==> config.mk <==
export PLATFORM = sky130hd
export DESIGN_NAME = rtdr_result_logic
export DESIGN_NICKNAME = d
export VERILOG_FILES = /design/src/logic/rtdr_pkg.sv /design/src/logic/rtdr_fault_cmp.sv /design/src/logic/rtdr_result_logic.sv
export SDC_FILE = /design/constraint.sdc
export NUM_CORES = 1
export LEC_CHECK = 0
export BUFFER_PORTS_ARGS = -buffer_cell sky130_fd_sc_hd__buf_2
export CAP_MARGIN = 0
export CORE_MARGIN = 10
export CORE_UTILIZATION = 35
export DETAILED_ROUTE_END_ITERATION = 12
export PLACE_DENSITY = 0.67
export SLEW_MARGIN = 20
export SYNTH_ARGS = -nofsm -noshare
export SYNTH_HDL_FRONTEND = slang
export SYNTH_SLANG_ARGS = --single-unit
==> constraint.sdc <==
create_clock -name clk -period 1.7 [get_ports clk]
set_input_delay 0.255 -clock clk [delete_from_list [all_inputs] [get_ports clk]]
set_output_delay 0.255 -clock clk [all_outputs]
set_load 0.01 [all_outputs]
==> src/logic/rtdr_pkg.sv <==
/*
 * Shared constants for the resistance readout result logic: register indices,
 * field positions, reset values and cycle counts.
 * Assumes a single 125 MHz clock and a byte-addressed register port where each
 * register takes one 32-bit word at four times its index.
 */
package rtdr_pkg;

   // ----------------------------------------------------------------
   // register indices (byte address is four times the index)
   // ----------------------------------------------------------------
   localparam logic [7:0] IDX_CONTROL = 8'h00;
   localparam logic [7:0] IDX_RESULT = 8'h01;
   localparam logic [7:0] IDX_THR_HIGH = 8'h03;
   localparam logic [7:0] IDX_THR_LOW = 8'h05;
   localparam logic [7:0] IDX_FAULT = 8'h07;
   localparam logic [7:0] IDX_IRQ_STAT = 8'h08;
   localparam logic [7:0] IDX_IRQ_MASK = 8'h09;

   // ----------------------------------------------------------------
   // field positions
   // ----------------------------------------------------------------
   localparam int CTL_DETECT_BIT = 0;
   localparam int CTL_CLEAR_BIT = 1;
   localparam int FLT_HIGH_BIT = 7;
   localparam int FLT_LOW_BIT = 6;
   localparam int FLT_REF_HIGH_BIT = 5;
   localparam int FLT_REF_LOW_BIT = 4;
   localparam int FLT_SENSE_LOW_BIT = 3;
   localparam int FLT_OVUV_BIT = 2;
   localparam int IRQ_RESULT_BIT = 0;
   localparam int IRQ_THRESH_BIT = 1;
   localparam int IRQ_VOLT_BIT = 2;

   // ----------------------------------------------------------------
   // reset values and counts
   // ----------------------------------------------------------------
   localparam logic [15:0] THR_HIGH_RST = 16'hFFFF;
   localparam logic [15:0] THR_LOW_RST = 16'h0000;
   localparam logic [31:0] UNMAPPED_READ = 32'h000000FF;
   localparam int DETECT_NS = 128;
   localparam int CLK_PERIOD_NS = 8;
   localparam logic [4:0] DETECT_CYCLES = 5'(DETECT_NS / CLK_PERIOD_NS);

   typedef enum logic [1:0] {
      DET_IDLE = 2'b01,
      DET_RUN = 2'b10
   } rtdr_det_t;

endpackage

==> src/logic/rtdr_fault_cmp.sv <==
/*
 * Threshold comparator: checks a 15-bit conversion code against the high and
 * low fault thresholds, which share the result register layout (code in 15:1).
 * Assumes the caller registers the outputs; purely combinational.
 */
`timescale 1ns/1ns
module rtdr_fault_cmp (
   input wire logic [14:0] code,
   input wire logic [15:0] thrHigh,
   input wire logic [15:0] thrLow,
   output logic hitHigh,
   output logic hitLow
);

   // ----------------------------------------------------------------
   // comparisons
   // ----------------------------------------------------------------
   // open element gives full scale, so it meets any high threshold
   assign hitHigh = (code >= thrHigh[15:1]);
   assign hitLow = (code <= thrLow[15:1]);

endmodule

==> src/logic/rtdr_result_logic.sv <==
/*
 * Result side of the resistance readout: result register, active-low ready
 * output, threshold and voltage fault flags, on-demand open detection and a
 * maskable interrupt, all behind a plain read/write register port.
 * Assumes conversion results arrive on this clock; the chip select and analog
 * comparator pins are asynchronous and are synchronised here.
 */
// How it works
// ready output drops low as soon as a fresh result is stored.
// ready output returns high once a host read of the result finishes.
// result register holds the 15-bit conversion code for the host.
// code is stored unscaled, ratiometric to the reference resistance.
// every conversion is checked against thresholds with no extra request.
// an open element gives full scale, caught by the high threshold.
// high flag sets when result is at or above the high threshold.
// host programs the low threshold to trip on shorted elements.
// on-demand check flags when negative reference exceeds 0.85 of bias.
// fault flags stay latched until the host sets the clear bit.
// host waits five filter constants plus 1 ms before restarting.
// low flag sets when result is at or below the low threshold.
// thresholds reset to all ones (high) and all zeros (low).
// writing one to the clear bit zeroes all fault flags except those set again in the same cycle.
// fault bits: high 7, low 6, voltage checks 5 to 3, supply 2.
// read ends when chip select rises after a result read.
// a newer result overwrites and keeps the ready output low.
`timescale 1ns/1ns
module rtdr_result_logic (
   input wire logic clk,
   input wire logic reset,
   input wire logic convValid,
   input wire logic [14:0] convCode,
   input wire logic chipSelectN,
   input wire logic refNegAbovePin,
   input wire logic refNegBelowPin,
   input wire logic sensorNegBelowPin,
   input wire logic overUnderPin,
   input wire logic [7:0] regAddr,
   input wire logic [31:0] regWrData,
   input wire logic regWr,
   input wire logic regRd,
   output logic [31:0] regRdData,
   output logic result_ready_n,
   output logic irq
);

   // ----------------------------------------------------------------
   // state
   // ----------------------------------------------------------------
   typedef struct packed {
      logic [14:0] resultCode;
      logic resultReadyN;
      logic readCovered;
      logic [15:0] thrHigh;
      logic [15:0] thrLow;
      logic [7:0] faultStat;
      logic [2:0] irqStat;
      logic [2:0] irqMask;
      logic irqOut;
      logic [31:0] rdData;
      rtdr_pkg::rtdr_det_t detState;
      logic [4:0] detCount;
      logic [4:0] sync1;
      logic [4:0] sync2;
      logic csPrev;
   } rtdr_state_t;

   rtdr_state_t st;
   rtdr_state_t next_st;
   logic hitHigh;
   logic hitLow;
   logic wrClear;
   logic csRise;
   logic [7:0] faultSet;
   logic [2:0] irqSet;

   // byte address of a register index
   function automatic logic regHit(input logic [7:0] addr, input logic [7:0] idx);
      regHit = (addr == 8'(idx << 2));
   endfunction

   rtdr_fault_cmp u_cmp (
      .code(convCode),
      .thrHigh(st.thrHigh),
      .thrLow(st.thrLow),
      .hitHigh(hitHigh),
      .hitLow(hitLow)
   );

   // ----------------------------------------------------------------
   // next state
   // ----------------------------------------------------------------
   always_comb begin
      next_st = st;
      // pins pass two flops; only the second stage is read below
      next_st.sync1 = {overUnderPin, sensorNegBelowPin, refNegBelowPin,
                       refNegAbovePin, chipSelectN};
      next_st.sync2 = st.sync1;
      next_st.csPrev = st.sync2[0];
      csRise = st.sync2[0] && !st.csPrev;
      wrClear = regWr && regHit(regAddr, rtdr_pkg::IDX_CONTROL)
                && regWrData[rtdr_pkg::CTL_CLEAR_BIT];

      // fault sources for this cycle
      faultSet = 8'h00;
      if (convValid) begin
         faultSet[rtdr_pkg::FLT_HIGH_BIT] = hitHigh;
         faultSet[rtdr_pkg::FLT_LOW_BIT] = hitLow;
      end
      faultSet[rtdr_pkg::FLT_OVUV_BIT] = st.sync2[4];
      next_st.detCount = st.detCount;
      case (st.detState)
         rtdr_pkg::DET_IDLE: begin
            next_st.detCount = 5'h00;
            if (regWr && regHit(regAddr, rtdr_pkg::IDX_CONTROL)
                && regWrData[rtdr_pkg::CTL_DETECT_BIT]) begin
               next_st.detState = rtdr_pkg::DET_RUN;
            end
         end
         rtdr_pkg::DET_RUN: begin
            next_st.detCount = st.detCount + 5'h01;
            if (st.detCount == rtdr_pkg::DETECT_CYCLES - 5'h01) begin
               // comparators are sampled once the bias has had time to settle
               faultSet[rtdr_pkg::FLT_REF_HIGH_BIT] = st.sync2[1];
               faultSet[rtdr_pkg::FLT_REF_LOW_BIT] = st.sync2[2];
               faultSet[rtdr_pkg::FLT_SENSE_LOW_BIT] = st.sync2[3];
               next_st.detState = rtdr_pkg::DET_IDLE;
            end
         end
         default: begin
            next_st.detState = rtdr_pkg::DET_IDLE;
         end
      endcase

      // latched until cleared; a fault in the clear cycle still lands
      if (wrClear) begin
         next_st.faultStat = faultSet;
      end else begin
         next_st.faultStat = st.faultStat | faultSet;
      end

      // result capture and ready handshake
      if (regRd && regHit(regAddr, rtdr_pkg::IDX_RESULT)) begin
         next_st.readCovered = 1'b1;
      end
      if (convValid) begin
         next_st.resultCode = convCode;
         next_st.resultReadyN = 1'b0;
         next_st.readCovered = 1'b0;
      end else if (csRise && st.readCovered) begin
         next_st.resultReadyN = 1'b1;
         next_st.readCovered = 1'b0;
      end

      // threshold and mask writes
      if (regWr && regHit(regAddr, rtdr_pkg::IDX_THR_HIGH)) begin
         next_st.thrHigh = regWrData[15:0];
      end
      if (regWr && regHit(regAddr, rtdr_pkg::IDX_THR_LOW)) begin
         next_st.thrLow = regWrData[15:0];
      end
      if (regWr && regHit(regAddr, rtdr_pkg::IDX_IRQ_MASK)) begin
         next_st.irqMask = regWrData[2:0];
      end

      // interrupt status: write one to clear, set wins
      irqSet = 3'h0;
      irqSet[rtdr_pkg::IRQ_RESULT_BIT] = convValid;
      irqSet[rtdr_pkg::IRQ_THRESH_BIT] = |faultSet[7:6];
      irqSet[rtdr_pkg::IRQ_VOLT_BIT] = |faultSet[5:2];
      if (regWr && regHit(regAddr, rtdr_pkg::IDX_IRQ_STAT)) begin
         next_st.irqStat = (st.irqStat & ~regWrData[2:0]) | irqSet;
      end else begin
         next_st.irqStat = st.irqStat | irqSet;
      end
      next_st.irqOut = |(st.irqStat & st.irqMask);

      // read data stands for one cycle only
      next_st.rdData = 32'h00000000;
      if (regRd) begin
         if (regHit(regAddr, rtdr_pkg::IDX_CONTROL)) begin
            next_st.rdData = {31'h00000000, st.detState == rtdr_pkg::DET_RUN};
         end else if (regHit(regAddr, rtdr_pkg::IDX_RESULT)) begin
            next_st.rdData = {16'h0000, st.resultCode, |st.faultStat};
         end else if (regHit(regAddr, rtdr_pkg::IDX_THR_HIGH)) begin
            next_st.rdData = {16'h0000, st.thrHigh};
         end else if (regHit(regAddr, rtdr_pkg::IDX_THR_LOW)) begin
            next_st.rdData = {16'h0000, st.thrLow};
         end else if (regHit(regAddr, rtdr_pkg::IDX_FAULT)) begin
            next_st.rdData = {24'h000000, st.faultStat[7:2], 2'b00};
         end else if (regHit(regAddr, rtdr_pkg::IDX_IRQ_STAT)) begin
            next_st.rdData = {29'h00000000, st.irqStat};
         end else if (regHit(regAddr, rtdr_pkg::IDX_IRQ_MASK)) begin
            next_st.rdData = {29'h00000000, st.irqMask};
         end else begin
            next_st.rdData = rtdr_pkg::UNMAPPED_READ;
         end
      end
   end

   // ----------------------------------------------------------------
   // registers
   // ----------------------------------------------------------------
   always_ff @(posedge clk) begin
      if (reset) begin
         st <= '0;
         st.resultReadyN <= 1'b1;
         st.thrHigh <= rtdr_pkg::THR_HIGH_RST;
         st.thrLow <= rtdr_pkg::THR_LOW_RST;
         st.detState <= rtdr_pkg::DET_IDLE;
         // synchronisers start at the idle pin levels: chip select high, comparators low,
         // so a release of reset raises no false supply fault or frame edge
         st.sync1 <= 5'h01;
         st.sync2 <= 5'h01;
         st.csPrev <= 1'b1;
      end else begin
         st <= next_st;
      end
   end

   assign regRdData = st.rdData;
   assign result_ready_n = st.resultReadyN;
   assign irq = st.irqOut;

   // ----------------------------------------------------------------
   // assertions
   // ----------------------------------------------------------------
   a_ready_low_on_result: assert property (@(posedge clk) disable iff (reset)
      convValid |=> !result_ready_n)
      else $error("ready not low after new result");

   a_ready_release_after_read: assert property (@(posedge clk) disable iff (reset)
      (csRise && st.readCovered && !convValid) |=> result_ready_n)
      else $error("ready not released after result read");

   a_result_code_stored: assert property (@(posedge clk) disable iff (reset)
      (regRd && regHit(regAddr, rtdr_pkg::IDX_RESULT) && !convValid)
      |=> regRdData[15:1] == $past(st.resultCode))
      else $error("result read does not return stored code");

   a_high_flag_set: assert property (@(posedge clk) disable iff (reset)
      (convValid && convCode >= st.thrHigh[15:1]) |=> st.faultStat[7])
      else $error("high threshold flag missed");

   a_low_flag_set: assert property (@(posedge clk) disable iff (reset)
      (convValid && convCode <= st.thrLow[15:1]) |=> st.faultStat[6])
      else $error("low threshold flag missed");

   a_fault_stays_latched: assert property (@(posedge clk) disable iff (reset)
      (st.faultStat[7] && !wrClear) |=> st.faultStat[7])
      else $error("fault flag dropped without clear");

   a_clear_zeroes_faults: assert property (@(posedge clk) disable iff (reset)
      (wrClear && faultSet == 8'h00) |=> st.faultStat == 8'h00)
      else $error("fault clear left flags set");

   a_detect_ref_flag: assert property (@(posedge clk) disable iff (reset)
      (st.detState == rtdr_pkg::DET_RUN && st.detCount == rtdr_pkg::DETECT_CYCLES - 5'h01
       && st.sync2[1]) |=> st.faultStat[5] && st.detState == rtdr_pkg::DET_IDLE)
      else $error("on-demand open check not flagged");

   a_thresholds_at_reset: assert property (@(posedge clk)
      $past(reset) |-> (st.thrHigh == 16'hFFFF && st.thrLow == 16'h0000))
      else $error("threshold reset values wrong");

   a_newer_result_kept: assert property (@(posedge clk) disable iff (reset)
      (convValid && !result_ready_n) |=> (!result_ready_n && st.resultCode == $past(convCode)))
      else $error("newer result not kept while ready low");

   // threshold flags only set on a result, never on their own
   a_high_only_on_result: assert property (@(posedge clk) disable iff (reset)
      (!convValid && !st.faultStat[7]) |=> !st.faultStat[7])
      else $error("high flag set without a result");

   a_low_only_on_result: assert property (@(posedge clk) disable iff (reset)
      (!convValid && !st.faultStat[6]) |=> !st.faultStat[6])
      else $error("low flag set without a result");

   a_open_full_scale: assert property (@(posedge clk) disable iff (reset)
      (convValid && convCode == 15'h7FFF) |=> st.faultStat[7])
      else $error("full scale code not flagged high");

   // low and reference flags survive until the clear write; supply and low comparator flags set
   a_low_flag_latched: assert property (@(posedge clk) disable iff (reset)
      (st.faultStat[6] && !wrClear) |=> st.faultStat[6])
      else $error("low flag dropped without clear");

   a_ref_flag_latched: assert property (@(posedge clk) disable iff (reset)
      (st.faultStat[5] && !wrClear) |=> st.faultStat[5])
      else $error("reference flag dropped without clear");

   a_supply_flag_set: assert property (@(posedge clk) disable iff (reset)
      st.sync2[4] |=> st.faultStat[2])
      else $error("supply fault not flagged");

   a_detect_low_flags: assert property (@(posedge clk) disable iff (reset)
      (st.detState == rtdr_pkg::DET_RUN && st.detCount == rtdr_pkg::DETECT_CYCLES - 5'h01
       && st.sync2[2] && st.sync2[3]) |=> (st.faultStat[4] && st.faultStat[3]))
      else $error("low comparator flags not set");

   // register views of the flags
   a_fault_read_layout: assert property (@(posedge clk) disable iff (reset)
      (regRd && regHit(regAddr, rtdr_pkg::IDX_FAULT))
      |=> regRdData[7:0] == {$past(st.faultStat[7:2]), 2'b00})
      else $error("fault register layout wrong");

   a_result_fault_bit: assert property (@(posedge clk) disable iff (reset)
      (regRd && regHit(regAddr, rtdr_pkg::IDX_RESULT))
      |=> regRdData[0] == ($past(st.faultStat) != 8'h00))
      else $error("result fault summary bit wrong");

   a_ready_held_unread: assert property (@(posedge clk) disable iff (reset)
      (!result_ready_n && !st.readCovered) |=> !result_ready_n)
      else $error("ready released without a result read");

endmodule

After elaboration in Yosys (flattened, before gate mapping):

Cells that the tools add are included.

* bitwise logic cells: 7
* $add $sub $neg: 1
* multiplexer cells: 19
* reductions and logical operators: 24
* $lt $le $gt $ge: 2
* equal/unequal tests: 11

Operators by type and width (number)
* 16-bit two-way mux: 3
* 8-bit two-way mux: 4
* 8-bit by 5-bit == test with 1-bit output (second input constant): 2
* 8-bit by 6-bit == test with 1-bit output (second input constant): 2
* 8-bit OR reduction: 2
* 15-bit >= comparator: 1
* 15-bit less-or-equal comparator: 1
* 1-bit logical AND: 10
* 2-bit two-way mux: 5
* 5-bit one-hot mux with 2 select lines: 1
* 3-bit two-way mux: 3
* 3-bit OR reduction: 3
* 8-bit by 3-bit == test with 1-bit output (second input constant): 1
* 8-bit by 4-bit == test with 1-bit output (second input constant): 1
* 8-bit zero test: 1
* 8-bit bitwise OR: 1
* 3-bit AND: 2
* 3-bit bitwise OR: 2
* 2-bit OR reduction: 3
* 5-bit by 1-bit adder with 5-bit output (second input constant): 1
* 5-bit by 4-bit == test with 1-bit output (second input constant): 1
* 2-bit inequality test (second input constant): 2
* 2-bit one-hot mux with 2 select lines: 1
* 2-bit nonzero test: 2
* 8 further kinds: 9

* flip-flop bits (word level): 114
* output and inout bits: 34
* input bits: 65
* word-level logic and storage cells: 82

Longest topological paths before layout:

Gate-level depths: netlist of the first run.

* depth in word-level cells: 8
* mapped depth: 9
* mapped depth without buffers: 8

Hierarchy:

From an unflattened synthesis of the first run, not the netlist that was laid out.

* cell total of the unflattened synthesis: 581
* area total of the unflattened synthesis: 4858.4 µm²

By module, submodules not included
* rtdr_result_logic: times used 1, area an instance 4100.2 µm², seq. area each 1921.8 µm², cells an instance 479
* rtdr_fault_cmp: times used 1, area an instance 758.2 µm², seq. area each 0.0 µm², cells an instance 102

Worst setup path after synthesis of the first run:

No wires, ideal clock.

* path type: flip-flop to flip-flop
* from: register st[11] (netlist name)
* to: register st[16] (netlist name)
* clock period less this slack: 1.652 ns
* data arrival time: 1.533 ns
* path buffers: 0
* path slack: 0.048 ns
* cell stages (with the launch flop): 7
* data required time: 1.580 ns
* library setup time: 0.120 ns
* cells stage by stage: dfxtp_1 -> ha_1 -> and3_1 -> ha_1 -> nor2b_1 -> or3_1 -> a211o_1

* word-level cells in the longest chain between the ends: 3

Ends and longest elaborated chain
* start, declared: RTL line rtdr_result_logic.sv:67 `rtdr_state_t st;`
* start signal, assigned: RTL line rtdr_result_logic.sv:216 `st <= next_st;`
* 5-bit by 4-bit == test with 1-bit output: RTL line rtdr_result_logic.sv:121 `if (st.detCount == rtdr_pkg::DETECT_CYCLES - 5'h01) begin`
* 2-bit inequality test (no source line)
* 2-bit AND reduction (no source line)

Every way passes these cells.
A chain may end at the register's enable or synchronous reset.

Worst setup path in the final report of the first run:

* from: register st[70] (netlist name)
* to: register st[55] (netlist name)

* word-level cells in the longest chain between the ends: 5
* elaborated cells on any way between the ends: 6
* classes of those cells: 1 x order compare; 2 x mux; 2 x bitwise; 1 x reduce/logical

Ends and longest elaborated chain
* 15-bit less-or-equal comparator *: RTL line rtdr_fault_cmp.sv:20 `assign hitLow = (code <= thrLow[15:1]);`
* 2-bit two-way mux *: RTL line rtdr_result_logic.sv:105 `if (convValid) begin`
* 2-bit OR reduction *: RTL line rtdr_result_logic.sv:168 `irqSet[rtdr_pkg::IRQ_THRESH_BIT] = |faultSet[7:6];`
* 3-bit bitwise OR (on tied branches): RTL line rtdr_result_logic.sv:173, rtdr_result_logic.sv:171
* 3-bit two-way mux *: RTL line rtdr_result_logic.sv:170 `if (regWr && regHit(regAddr, rtdr_pkg::IDX_IRQ_STAT)) begin`

Every way passes the cells marked *; elsewhere a longest branch is shown, timed or not.

==> flow_summary.yaml, run 1 <==
timing:
  slew_viol_final: 0
  setup_viol_count_final: 1
  fmaxAchievable_ghz: 0.5755
  fin_skew_ns: 0.007052
  hold_viol_final: 0
  final.setup.worst_slack_ns: -0.03769
  finalCritPeriodShare_pct: 102.2
  period_minus_slack_ns: 1.738
  rsz0062_at_grt: "yes"
clock_network:
  cts_tree: "built"
  clockRootBuffer: "clkbuf_16"
  cts_max_level: 3
  clkSinkCount: 96
  cts_buffers: 9
  worstSkewPairLatency_ns: 0.35
  cts_buffer_depth: 2
  clkTransAtPathRegs_ns: 0.07
  ctsHoldBuffers: 0
worst_hold_path:
  hold_depth: 2
  hold_path_class: "in -> reg"
  hold_end: "next_st[1]$_SDFF_PP1_"
  hp-start: "chipSelectN"
power:
  p_leak_nw: 2.651
  p_total_w: 0.005226
  p_per_area_mw_per_mm2: 869.3
  ir_drop_mv: 0.5555
placed_design:
  port_buffers: 66
  hpwlAfterDp_um: 9826
  gp_congestion: 0.8908
  dp.cells: 798
global_routing:
  gr-total-overflow: 0
  grt_pass1_vias: 4256
  grt_use_total_pct: 14.22
  grt_antenna_before_repair: 2
  grt_pass1_wl_um: 21030
  grt_max_degree: 41
logic_synthesis:
  synth.area.top_cells: "dfxtp_1 40%, ha_1 9.0%, mux2i_1 5.9%"
  synth_top_flop_cell: "dfxtp_1"
  synth_cell_types: 50
  post-synth-top-area-fraction_pct: 40.47
  ys_warn_count: 0
  ys_seq_elements: 96
  synth.most_common_cell: "dfxtp_1"
  synthCells: 545
  async_reset_ff_share_pct: 0
  yosysTopAreaCell: "dfxtp_1"
  synth_edf_count: 0
  syn_area_mm2: 0.004748
  syn-mean-instance-area_um2: 8.712
  synth_top_cells_by_count: "96 x dfxtp_1, 67 x nand2_1, 53 x nor2_1"
  seq_area_frac_synth_pct: 40.47
finish:
  area_growth_pct: 26.61
  diodes: 0
  finalNonFillerCells: 819
  seqCellArea_mm2: 0.001932
  multi_input_area_mm2: 0.002569
  fillers: 1298
  drive_gt1_share_pct: 28.93
  nets: 737
  final_util_pct: 45.40
critical_path:
  cp-end-kind: "flip-flop"
  crit_type: "reg -> reg"
  path_cells: "inv_2, ha_4, nand4_1, a21oi_2, a2111oi_4, o21a_1, o21ai_2, a41oi_2"
  path_delay_family: "compound AO/OA/AOI/OAI gates"
  r2r-end: "st[55]$_SDFF_PP0_"
  required_ns: 1.92
  timing.reg2reg.setup_slack_ns: -0.04
  cp.arrival_ns: 1.96
  cp_slowest_cell: "dfxtp_2"
  worstSetupStartpointType: "flip-flop"
  cp_max_fo: 2
  reg2reg_depth: 8
  path_buf_inv: 1
  crit-reg2reg-launch: "st[70]$_SDFFE_PP0P_"
  critPathMaxStageDelay_ns: 0.35
  worstSetupPathDepth: 8
job:
  drv_cap: 0
route:
  drc: 0
  wl_um: 13210
  via_per_inst: 5.013
  drtPass1Iterations: 5
  vias: 4106
  wl_per_cell_um: 16.12
  drtIter0Drc: 281
  ant_nets: 0
outcome:
  status: "finished with violations"
  violations: "negative setup slack"
die:
  core_mm2: 0.01324
  row_count: 42
  die_area_mm2: 0.01863
  start_util_pct: 35.86
  pin_count: 99
  die_h_um: 136.5
  die_width_um: 136.5
worst max path at each step:
stage,startpoint,endpoint
3_5_place_dp,convCode[2],st[55]$_SDFF_PP0_
4_1_cts,st[70]$_SDFFE_PP0P_,st[55]$_SDFF_PP0_
6_report,st[70]$_SDFFE_PP0P_,st[55]$_SDFF_PP0_
2_1_floorplan,st[11]$_SDFFE_PP0P_,st[16]$_SDFFE_PP1P_
3_3_place_gp,convCode[2],st[55]$_SDFF_PP0_
5_1_grt,st[70]$_SDFFE_PP0P_,st[55]$_SDFF_PP0_
worst register-to-register path: stages (launching register included):
cell and delay [ns]:
dfxtp_2 0.35, inv_2 0.05, ha_4 0.25, nand4_1 0.17
a21oi_2 0.27, a2111oi_4 0.07, o21a_1 0.19, o21ai_2 0.15
a41oi_2 0.11
cell families (layout without fill, tap and decap cells):
logic type               Yosys count  count (layout)  synth area share [%]
AND/OR/NAND/NOR                  176             176                 16.79
AO/OA/AOI/OAI                    112             112                 14.78
flip-flops                        96              96                 40.47
buffers and inverters             93             176                 10.65
adder cells (fa/ha/maj)           34              34                 8.959
multiplexers                      33              33                 8.274
other                              1              16               0.07898
report_power, final:
part | internal [W] | switching [W] | leakage [nW]
combinational | 0.000231 | 0.000280 | 1.70
sequential | 0.00230 | 0.0000268 | 0.785
clock | 0.00146 | 0.000928 | 0.166
total | 0.00399 | 0.00123 | 2.65
placed cells by master (no fill, tap or decap), types with 7 or more instances in the layout:
| master | synthesis | routed |
|---|---|---|
| o21a_1 | 7 | 7 |
| clkbuf_16 | 0 | 9 |
| buf_2 | 5 | 66 |
| dfxtp_1 | 96 | 88 |
| o21ai_0 | 12 | 10 |
| buf_4 | 33 | 55 |
| nor2b_1 | 17 | 17 |
| o211ai_1 | 15 | 15 |
| inv_1 | 35 | 33 |
| conb_1 | 1 | 16 |
| mux2i_1 | 28 | 28 |
| ha_1 | 34 | 26 |
| ha_4 | 0 | 7 |
| nand2_1 | 67 | 67 |
| nor2_1 | 53 | 53 |
| dfxtp_2 | 0 | 8 |
| a21oi_1 | 50 | 45 |
| a21oi_2 | 2 | 7 |
cell type report:
cell class / instances / area share [%]
Multi-Input combinational cell: 371 / 42.73
Sequential cell: 96 / 32.13
Tap cell: 176 / 3.663
Clock inverter: 7 / 2.123
Clock buffer: 9 / 3.746
Inverter: 36 / 2.248
Timing Repair Buffer: 124 / 13.36
registers in the layout, summed over array words and instances (netlist names):
signal	count
regRdData	16
next_st	6
faultSet	1
st	71
irq	1
result_ready_n	1
per-stage QoR:
stage          hold WS (ns)  area [um^2]  TNS [ns]  worst slack (ns)
6_report            0.08806         6012  -0.03769          -0.03769
5_1_grt             0.09952         6012   -0.1446          -0.08530
4_1_cts             0.08031         5927  -0.04035          -0.04035
3_5_place_dp         0.4122         5420    -2.553           -0.3437
3_3_place_gp         0.4055         5420    -1.183           -0.2538
2_1_floorplan        0.3588         4805         0           0.04776
routing by layer:
layer / global-route usage (%) / wire length, um / part of all wire [%]
met1: 15.86 / 5579 / 42
met2: 24.77 / 6628 / 50
met3: 3.764 / 654 / 5.0
met4: 6.331 / 312 / 2.4
met5: 0 / 31 / 0.23
repair_timing:
action | in CTS | in global routing
pin swaps | 17 | 13
gates cloned | 0 | 0
endpoints found under the setup margin | 4 | 5
buffers inserted | 2 | 3
gates resized for setup | 27 | 12
Note: power is estimated with default switching activity, not from simulation.
==> inputs of run 2 (changes only) <==
--- a/config.mk
+++ b/config.mk
@@ -14,4 +14,5 @@
 export SLEW_MARGIN = 20
 export SYNTH_ARGS = -nofsm -noshare
 export SYNTH_HDL_FRONTEND = slang
+export SYNTH_HIERARCHICAL = 1
 export SYNTH_SLANG_ARGS = --single-unit
==> run 2 against run 1 <==
Net effect:
- the flow still finishes with violations (negative setup slack)
- routed wire length increased by 8.2%
- global-route usage increased by 0.43 points
- non-clock buffer count increased by 5
- count of clock-buffer cells in the layout unchanged
- critical endpoint unchanged
- highest routed layer unchanged
- largest power group is now registers
- largest cell class unchanged
- first-iteration DRC count increased by 18%
- synthesized cell count increased by 6.6%
==> flow_summary.yaml, run 2 <==
outcome:
  status: "finished with violations"
  violations: "negative setup slack"
global_routing:
  grt_use_total_pct: 14.65
  gr-total-overflow: 0
  grt_antenna_before_repair: 2
  grt_max_degree: 61
  grt_pass1_vias: 4503
  grt_pass1_wl_um: 22200
logic_synthesis:
  synthCells: 581
  synth_top_flop_cell: "dfxtp_1"
  syn_area_mm2: 0.004858
  synth.area.top_cells: "dfxtp_1 40%, ha_1 8.8%, nand2_1 6.4%"
  synth.most_common_cell: "dfxtp_1"
  yosysTopAreaCell: "dfxtp_1"
  seq_area_frac_synth_pct: 39.56
  ys_warn_count: 6
  synth_top_cells_by_count: "96 x dfxtp_1, 83 x nand2_1, 47 x nor2_1"
  synth_edf_count: 0
  async_reset_ff_share_pct: 0
  ys_seq_elements: 96
  post-synth-top-area-fraction_pct: 39.56
  synth_cell_types: 59
  syn-mean-instance-area_um2: 8.362
finish:
  drive_gt1_share_pct: 28.11
  area_growth_pct: 27.35
  nets: 777
  final_cell_mix: "83 x nand2_1, 82 x dfxtp_1, 66 x buf_2"
  finalNonFillerCells: 860
  final_util_pct: 46.17
  layout_commonest_cell: "nand2_1"
  largest_register_ffs: 71
  largest_register: "st"
die:
  die_h_um: 137.8
  pin_count: 99
  start_util_pct: 36.26
  die_width_um: 137.8
  row_count: 42
  die_area_mm2: 0.01899
  core_mm2: 0.01340
placed_design:
  gp_congestion: 0.8628
  hpwlAfterDp_um: 10440
  port_buffers: 66
  dp.cells: 842
  place_ws_ns: -0.2284
timing:
  rsz0062_at_grt: "yes"
  whs_ns: 0.09466
  fmaxAchievable_ghz: 0.5675
  final.setup.worst_slack_ns: -0.06216
  max_slew_margin_pct: 59.37
  setup_viol_count_final: 3
  period_minus_slack_ns: 1.762
  fin_skew_ns: 0.01064
  hold_viol_final: 0
  tightest_slew_ns: 0.6067
  slew_viol_final: 0
  finalCritPeriodShare_pct: 103.7
clock_network:
  clkTransAtPathRegs_ns: 0.07
  clockRootBuffer: "clkbuf_16"
  cts_tree: "built"
  cts_buffers: 9
  clkSinkCount: 96
  worstSkewPairLatency_ns: 0.35
  cts_buffer_depth: 2
  cts_max_level: 3
route:
  wl_um: 14290
  via_per_inst: 5.209
  ant_nets: 0
  drc: 0
  drtPass1Iterations: 8
  wl_per_cell_um: 16.62
  drtIter0Drc: 332
  vias: 4480
critical_path:
  cp.arrival_ns: 1.99
  crit_type: "reg -> reg"
  cp_max_fo: 2
  cp-end-kind: "flip-flop"
  required_ns: 1.93
  worstSetupStartpointType: "flip-flop"
power:
  p_leak_nw: 2.835
  p_per_area_mw_per_mm2: 799.1
  p_total_w: 0.004944
  ir_drop_mv: 0.5161
worst_hold_path:
  hold_path_class: "in -> reg"
job:
  drv_cap: 0
==> run 2: cell count changes in the layout (fill, tap and decap cells not counted), moves of 6 or more <==
cell,before,now
o22ai_1,1,7
dfxtp_1,88,82
or3_1,1,7
nor2b_1,17,11
nand3_1,6,18
dfxtp_2,8,14
o211ai_1,15,3
mux2i_1,28,20
a22o_1,0,6
a211oi_1,1,7
a21oi_2,7,1
o21a_1,7,1
nor2_1,53,47
nand2_1,67,83
==> run 2: kinds of logic (layout without fill, tap and decap cells) <==
| kind of cell | count (synthesis) | after routing | share of synthesized area (%) |
|---|---|---|---|
| flip-flops | 96 | 96 | 39.56 |
| AO/OA/AOI/OAI | 121 | 121 | 16.53 |
| AND/OR/NAND/NOR | 207 | 207 | 20.50 |
| buffers and inverters | 102 | 189 | 10.46 |
| adder cells (fa/ha/maj) | 34 | 34 | 8.756 |
| other | 1 | 17 | 0.07719 |
| multiplexers | 20 | 20 | 4.120 |
==> run 2: cell type report <==
class                      count  area [um^2]
clock inverter                 7        83.83
inverter                      44        165.2
clock buffer                   9        225.2
multi-input combinational    398         2660
tap                          176        220.2
timing repair buffer         129        890.9
antenna                        1        2.502
fill                        1289         7213
sequential                    96         1939
==> run 2: where the power goes <==
| part | total, W | internal, W | switching [W] | leakage [nW] |
|---|---|---|---|---|
| clock | 0.00210 | 0.00117 | 0.000929 | 0.154 |
| sequential | 0.00233 | 0.00230 | 0.0000281 | 0.784 |
| combinational | 0.000513 | 0.000226 | 0.000287 | 1.90 |
==> run 2: final timing paths <==
check | startpoint | to | slack (ns) | cells past startpoint
hold reg to reg | next_st[1]$_SDFF_PP1_ | next_st[0]$_SDFF_PP1_ | 0.41 | 1
setup reg to reg | st[79]$_SDFFE_PP0P_ | st[55]$_SDFF_PP0_ | -0.06 | 9
hold / removal | chipSelectN | next_st[1]$_SDFF_PP1_ | 0.09 | 2
setup / recovery | st[79]$_SDFFE_PP0P_ | st[55]$_SDFF_PP0_ | -0.06 | 9
==> run 2: worst max-delay path, cell delays in order, from the launching register on <==
cell	delay (ns)
dfxtp_2	0.34
inv_2	0.05
ha_4	0.26
nand4_1	0.16
nor3_2	0.23
buf_4	0.15
o31a_1	0.15
o41ai_2	0.08
o21ai_1	0.16
a21oi_1	0.08
==> run 2: timing repair <==
item                                    4_1_cts  5_1_grt
cloned                                        0        0
pin swaps                                     8        4
setup buffers                                 0        1
hold buffers                                  0        0
endpoints found under the setup margin        3        3
gates resized for setup                      25       12
endpoints found under the hold margin         0        0
==> run 2: per-stage QoR <==
| stage | setup TNS (ns) | area (um^2) |
|---|---|---|
| 6_report | -0.08523 | 6187 |
| 3_3_place_gp | -1.073 | 5685 |
| 3_5_place_dp | -1.614 | 5685 |
| 4_1_cts | -0.01061 | 6133 |
| 2_1_floorplan | 0 | 4920 |
| 5_1_grt | -0.2452 | 6185 |
==> run 2: metal layers <==
layer	up-vias	wire [um]	share of wire (%)	track usage, %
li1	2171	-	-	-
met1	2098	5836	41	16.67
met2	182	6917	48	25.68
met3	27	1278	8.9	3.824
met4	2	251	1.8	5.504
met5	-	7	0.049	0
